--- src/core/mfm_pkg.sv ---
/*
 * constants and helpers for the outgoing multiframe marker input.
 * assumes one system clock; the low-rate clock is a divide-by-four enable.
 */
package mfm_pkg;
    localparam int          NUM_STM1    = 4;
    localparam int          LANE_W      = 2;
    localparam int          PHASE_W     = 2;
    localparam logic [1:0]  DIV_LAST    = 2'h3;   // low-rate enable once every four clocks
    localparam logic [1:0]  DIV_RST     = 2'h0;
    localparam logic [1:0]  PHASE_FIRST = 2'h0;   // multiframe frame one
    localparam logic [1:0]  PHASE_STEP  = 2'h1;
    localparam logic [1:0]  LANE_STM1   = 2'h0;   // single stm-1 sits on lane zero, phase bits 1:0
    localparam logic [3:0]  PEND_RST    = 4'h0;
    localparam logic [7:0]  PHASE_RST   = 8'h00;

    typedef logic [LANE_W-1:0] mfm_lane_type;

    // one-hot decode of an stm-1 index
    function automatic logic [NUM_STM1-1:0] mfm_onehot(input mfm_lane_type idx);
        logic [NUM_STM1-1:0] v;
        v = '0;
        v[idx] = 1'b1;
        return v;
    endfunction
endpackage

--- src/core/mfm_tick_if.sv ---
/*
 * carries the low-rate sample enable from the divider to the marker logic.
 * assumes both ends sit on the same system clock.
 */
`timescale 1ns/1ps
`default_nettype none
interface mfm_tick_if;
    logic low_rate_en;
    modport src (output low_rate_en);
    modport dst (input  low_rate_en);
endinterface
`default_nettype wire

--- src/core/mfm_rate_div.sv ---
/*
 * divide-by-four enable generator standing in for the low-rate clock.
 * assumes i_sys_clk is the high-rate clock; enable is a one-cycle pulse.
 */
`timescale 1ns/1ps
`default_nettype none
module mfm_rate_div (
    input  wire logic   i_sys_clk,
    input  wire logic   i_rst,
    mfm_tick_if.src     tick
);
    import mfm_pkg::*;

    logic [1:0] cnt_q;

    // free running count, no realignment input
    always_ff @(posedge i_sys_clk or posedge i_rst) begin
        if (i_rst) begin
            cnt_q <= DIV_RST;
        end else begin
            cnt_q <= cnt_q + PHASE_STEP;
        end
    end

    // enable registered so it is glitch free
    always_ff @(posedge i_sys_clk or posedge i_rst) begin
        if (i_rst) begin
            tick.low_rate_en <= 1'b0;
        end else begin
            tick.low_rate_en <= (cnt_q == DIV_LAST - PHASE_STEP);
        end
    end
endmodule
`default_nettype wire

--- src/core/mfm_marker_in.sv ---
/*
 * outgoing tributary multiframe marker input for the first outgoing stream.
 * assumes byte position strobes and frame start come from the outgoing
 * timing chain, synchronous to i_sys_clk, held for a whole low-rate period
 * in stm-1 mode.
 */
`timescale 1ns/1ps
`default_nettype none
module mfm_marker_in (
    input  wire logic               i_sys_clk,
    input  wire logic               i_rst,
    input  wire logic               i_outgoing_multiframe_marker,
    input  wire logic               i_outgoing_width_select,
    input  wire logic               i_marker_position_select,
    input  wire logic               i_j1_third_byte,
    input  wire logic               i_h4_byte,
    input  wire mfm_pkg::mfm_lane_type i_stm1_index,
    input  wire logic               i_frame_start,
    output logic [3:0]              o_mf_first,
    output logic [7:0]              o_mf_phase,
    output logic [3:0]              o_marker_pending
);
    import mfm_pkg::*;

    mfm_tick_if tick ();

    logic           sample_en;
    logic           pos_ok;
    logic           accept;
    logic           frame_tick;
    mfm_lane_type   lane_w;
    logic [3:0]     set_w;
    logic [3:0]     pending_q;
    logic [3:0]     first_q;
    logic [7:0]     phase_q;

    mfm_rate_div u_div (
        .i_sys_clk (i_sys_clk),
        .i_rst     (i_rst),
        .tick      (tick.src)
    );

    // sample rate depends on interface width
    assign sample_en  = i_outgoing_width_select ? tick.low_rate_en : 1'b1;
    // slot qualification, a marker outside the selected slot strobe is ignored
    assign pos_ok     = i_marker_position_select ? i_h4_byte : i_j1_third_byte;
    assign accept     = sample_en & i_outgoing_multiframe_marker & pos_ok;
    // stm-1 mode always lands on lane zero, stm-4 follows the byte's stm-1
    assign lane_w     = i_outgoing_width_select ? LANE_STM1 : i_stm1_index;
    assign set_w      = accept ? mfm_onehot(lane_w) : PEND_RST;
    assign frame_tick = i_frame_start & sample_en;

    // pending realignment per stm-1; a marker seen at frame start wins
    always_ff @(posedge i_sys_clk or posedge i_rst) begin
        if (i_rst) begin
            pending_q <= PEND_RST;
        end else if (frame_tick) begin
            pending_q <= set_w;
        end else begin
            pending_q <= pending_q | set_w;
        end
    end

    // multiframe phase per stm-1, reset to frame one on a pending marker
    always_ff @(posedge i_sys_clk or posedge i_rst) begin
        if (i_rst) begin
            phase_q <= PHASE_RST;
            first_q <= PEND_RST;
        end else begin
            first_q <= PEND_RST;
            if (frame_tick) begin
                for (int i = 0; i < NUM_STM1; i++) begin
                    if (pending_q[i]) begin
                        phase_q[i*PHASE_W +: PHASE_W] <= PHASE_FIRST;
                        first_q[i] <= 1'b1;
                    end else begin
                        phase_q[i*PHASE_W +: PHASE_W] <=
                            phase_q[i*PHASE_W +: PHASE_W] + PHASE_STEP;
                    end
                end
            end
        end
    end

    assign o_mf_first       = first_q;
    assign o_mf_phase       = phase_q;
    assign o_marker_pending = pending_q;
endmodule
`default_nettype wire

--- config.mk ---
export PLATFORM = sky130hd
export DESIGN_NAME = mfm_marker_in
export DESIGN_NICKNAME = d
export VERILOG_FILES = /design/src/core/mfm_pkg.sv /design/src/core/mfm_tick_if.sv /design/src/core/mfm_rate_div.sv /design/src/core/mfm_marker_in.sv
export SDC_FILE = /design/constraint.sdc
export NUM_CORES = 1
export LEC_CHECK = 0
export BUFFER_PORTS_ARGS = -buffer_cell sky130_fd_sc_hd__buf_2
export CORE_MARGIN = 2
export CORE_UTILIZATION = 42
export CTS_CLUSTER_DIAMETER = 150
export DETAILED_ROUTE_END_ITERATION = 7
export PLACE_DENSITY = 0.68
export SLEW_MARGIN = 20
export SYNTH_ARGS = -nofsm -noshare
export SYNTH_HDL_FRONTEND = slang
export SYNTH_SLANG_ARGS = --single-unit
export TNS_END_PERCENT = 5
--- constraint.sdc ---
create_clock -name i_sys_clk -period 1.9 [get_ports i_sys_clk]
set_input_delay 0.38 -clock i_sys_clk [delete_from_list [all_inputs] [get_ports i_sys_clk]]
set_output_delay 0.38 -clock i_sys_clk [all_outputs]
set_load 0.05 [all_outputs]
==> impl_metrics.yaml <==
status:
  status: "completed"
sta:
  fin_crit_sh_pct: 76.2
  fin_setup_tns_ns: 0
  fin_skew_ns: 0.000478
  timing_hold_violations_final: 0
  relSlewSlack_pct: 52.4
  worst_pin_slew_ns: 0.714
  min_period_ns: 1.45
  rsz0062_at_grt: "false"
  finalMaxSlewViolations: 0
  max_freq_mhz: 691
  setup_violations: 0
cts:
  h-tree-depth: 1
  cts_tree: "built"
  postCtsSetupBuffers: 0
  clk_latency_ns: 0.30
  cts_resized: 0
  cts_root_buffer: "clkbuf_4"
  numCtsBuffers: 3
  cts-hold-fix-buffers: 0
  max-clock-path-buffers: 2
  clkTransAtPathRegs_ns: 0.11
  cts.sinks: 19
finish:
  area_growth_pct: 19.0
  drive_gt1_share_pct: 39.2
  final_common_cell: "buf_2"
  nNetsFinal: 109
  layout_common_cells: "25 x buf_2, 19 x dfrtp_1, 7 x inv_1"
  diodes: 0
global_routing:
  grt_use_total_pct: 15.3
  grt_pass1_vias: 628
  globalRouteOverflowTotal: 0
  grt_pass1_wl_um: 2760
  antenna_found_initial: 0
  grt_max_degree: 20
pwr:
  powerDensity_nw_per_um2: 1430
  total_power_mw: 1.43
  peakVddDrop_mv: 0.642
  leakagePower_nw: 0.529
drt:
  viasPerCell: 5.11
  first_iter_violations: 8
  drt-pass1-iter-count: 4
  remaining_drc_errors: 0
  wl_per_cell_um: 13.0
  drtAntennaViolNets: 0
  vias: 634
  drt_wl_total_um: 1620
logic_synthesis:
  synthesis.area_um2: 842
  yosysTopAreaCellShare_pct: 56.5
  netlist_top_cells_area: "dfrtp_1 56%, mux2_4 5.3%, nor2b_1 3.7%"
  synth.distinct_cells: 28
  synth_edf_count: 0
  ys.flop_type: "dfrtp_1"
  ys_seq_elements: 19
  syn_avg_cell_area_um2: 11.9
  seq_area_frac_synth_pct: 56.5
  ys.warnings.count: 0
  postSynthCellCount: 71
  yosys.area.top_type: "dfrtp_1"
  async_flop_share_pct: 100
  synth_nets: 82
worst_setup_path:
  slowest_delay_ns: 0.46
  critPathTopFamily: "flip-flops"
  cp-end-kind: "output pin"
  cp.arrival_ns: 1.07
  cp.required_ns: 1.52
  crit_buf_inv: 1
  path_cells: "buf_2"
  worstSetupPathType: "reg -> out"
  cp-start-kind: "flop"
  crit_path_max_fanout: 6
  worst_path_max_delay_cell: "dfrtp_1"
floorplanning:
  ios: 26
  initial_core_util_pct: 43.8
  core-area_um2: 1920
  std_cell_rows: 16
  die-width_um: 48.8
  die_y_um: 48.8
  dieArea_um2: 2380
placed_design:
  gp_congestion: 0.816
  dp_hpwl_um: 1180
  numPortBuffers: 25
job:
  maxCapViolCount: 0
worst_hold_path:
  min_path_type: "in -> async"
-- synth_stat cells, drive strengths merged, types with 2 or more instances --
cell,n
a31oi,2
and3,3
buf,2
dfrtp,19
inv,7
mux2,4
nand2,2
nand4,3
nor2,5
nor2b,5
o2bb2ai,3
-- layout make-up --
type	count	area (µm²)
Fill cell	190	920
Sequential cell	19	475
Multi-Input combinational cell	42	314
Timing Repair Buffer	25	125
Tap cell	27	33.8
Inverter	7	26.3
Clock buffer	3	22.5
Clock inverter	1	5.00
-- power by group --
part           leakage (nW)  switching, mW  internal (mW)
clock                0.0177          0.128         0.0784
sequential            0.242         0.0933          0.493
combinational         0.269          0.435          0.205
-- through the flow --
step / setup slack [ns] / cells / instance area [µm²] / util, % / hold slack (ns)
3_3_place_gp: 0.470 / 120 / 975 / 50.7 / 0.397
6_report: 0.453 / 124 / 1000 / 52.1 / 0.180
4_1_cts: 0.432 / 124 / 1000 / 52.1 / 0.198
5_1_grt: 0.377 / 124 / 1000 / 52.1 / 0.233
2_1_floorplan: 0.592 / 71 / 842 / - / 0.331
3_5_place_dp: 0.427 / 120 / 975 / 50.7 / 0.397
-- flip-flops by register name (all words and copies together), names as in the netlist --
| register | cells |
|---|---|
| o_marker_pending | 4 |
| u_div.cnt_q | 2 |
| u_div.tick.low_rate_en | 1 |
| o_mf_first | 4 |
| o_mf_phase | 8 |
-- final timing paths --
check	from	end	slack [ns]	cells past startpoint
hold / removal	i_rst	o_mf_phase[5]	0.18	2
max in group asynchronous	i_rst	o_mf_first[3]	1.27	2
setup reg to reg	u_div.tick.low_rate_en	o_mf_phase[2]	0.52	3
hold reg to reg	u_div.cnt_q[0]	u_div.cnt_q[0]	0.41	1
min in group i_sys_clk	i_stm1_index[1]	o_marker_pending[1]	0.28	2
setup / recovery	o_marker_pending[0]	o_marker_pending[0]	0.45	1
-- metal layers --
| metal | track usage [%] | part of all wire, % | wire length (µm) | vias to the layer above |
|---|---|---|---|---|
| li1 | - | - | - | 302 |
| met1 | 18.6 | 45 | 729 | 312 |
| met2 | 25.3 | 49 | 784 | 16 |
| met3 | 3.07 | 4.1 | 66 | 4 |
| met4 | 8.57 | 2.2 | 36 | 0 |
| met5 | 0 | 0 | 0 | - |
-- cell families after synthesis --
kind of cell    Yosys count  share of synthesized area [%]
buf+inv                  10                           6.24
fa+ha+maj                 1                           1.49
simple gates             25                           18.0
flops                    19                           56.5
compound gates           12                           11.1
mux                       4                           6.69
Power figures use the tool's default switching activity.
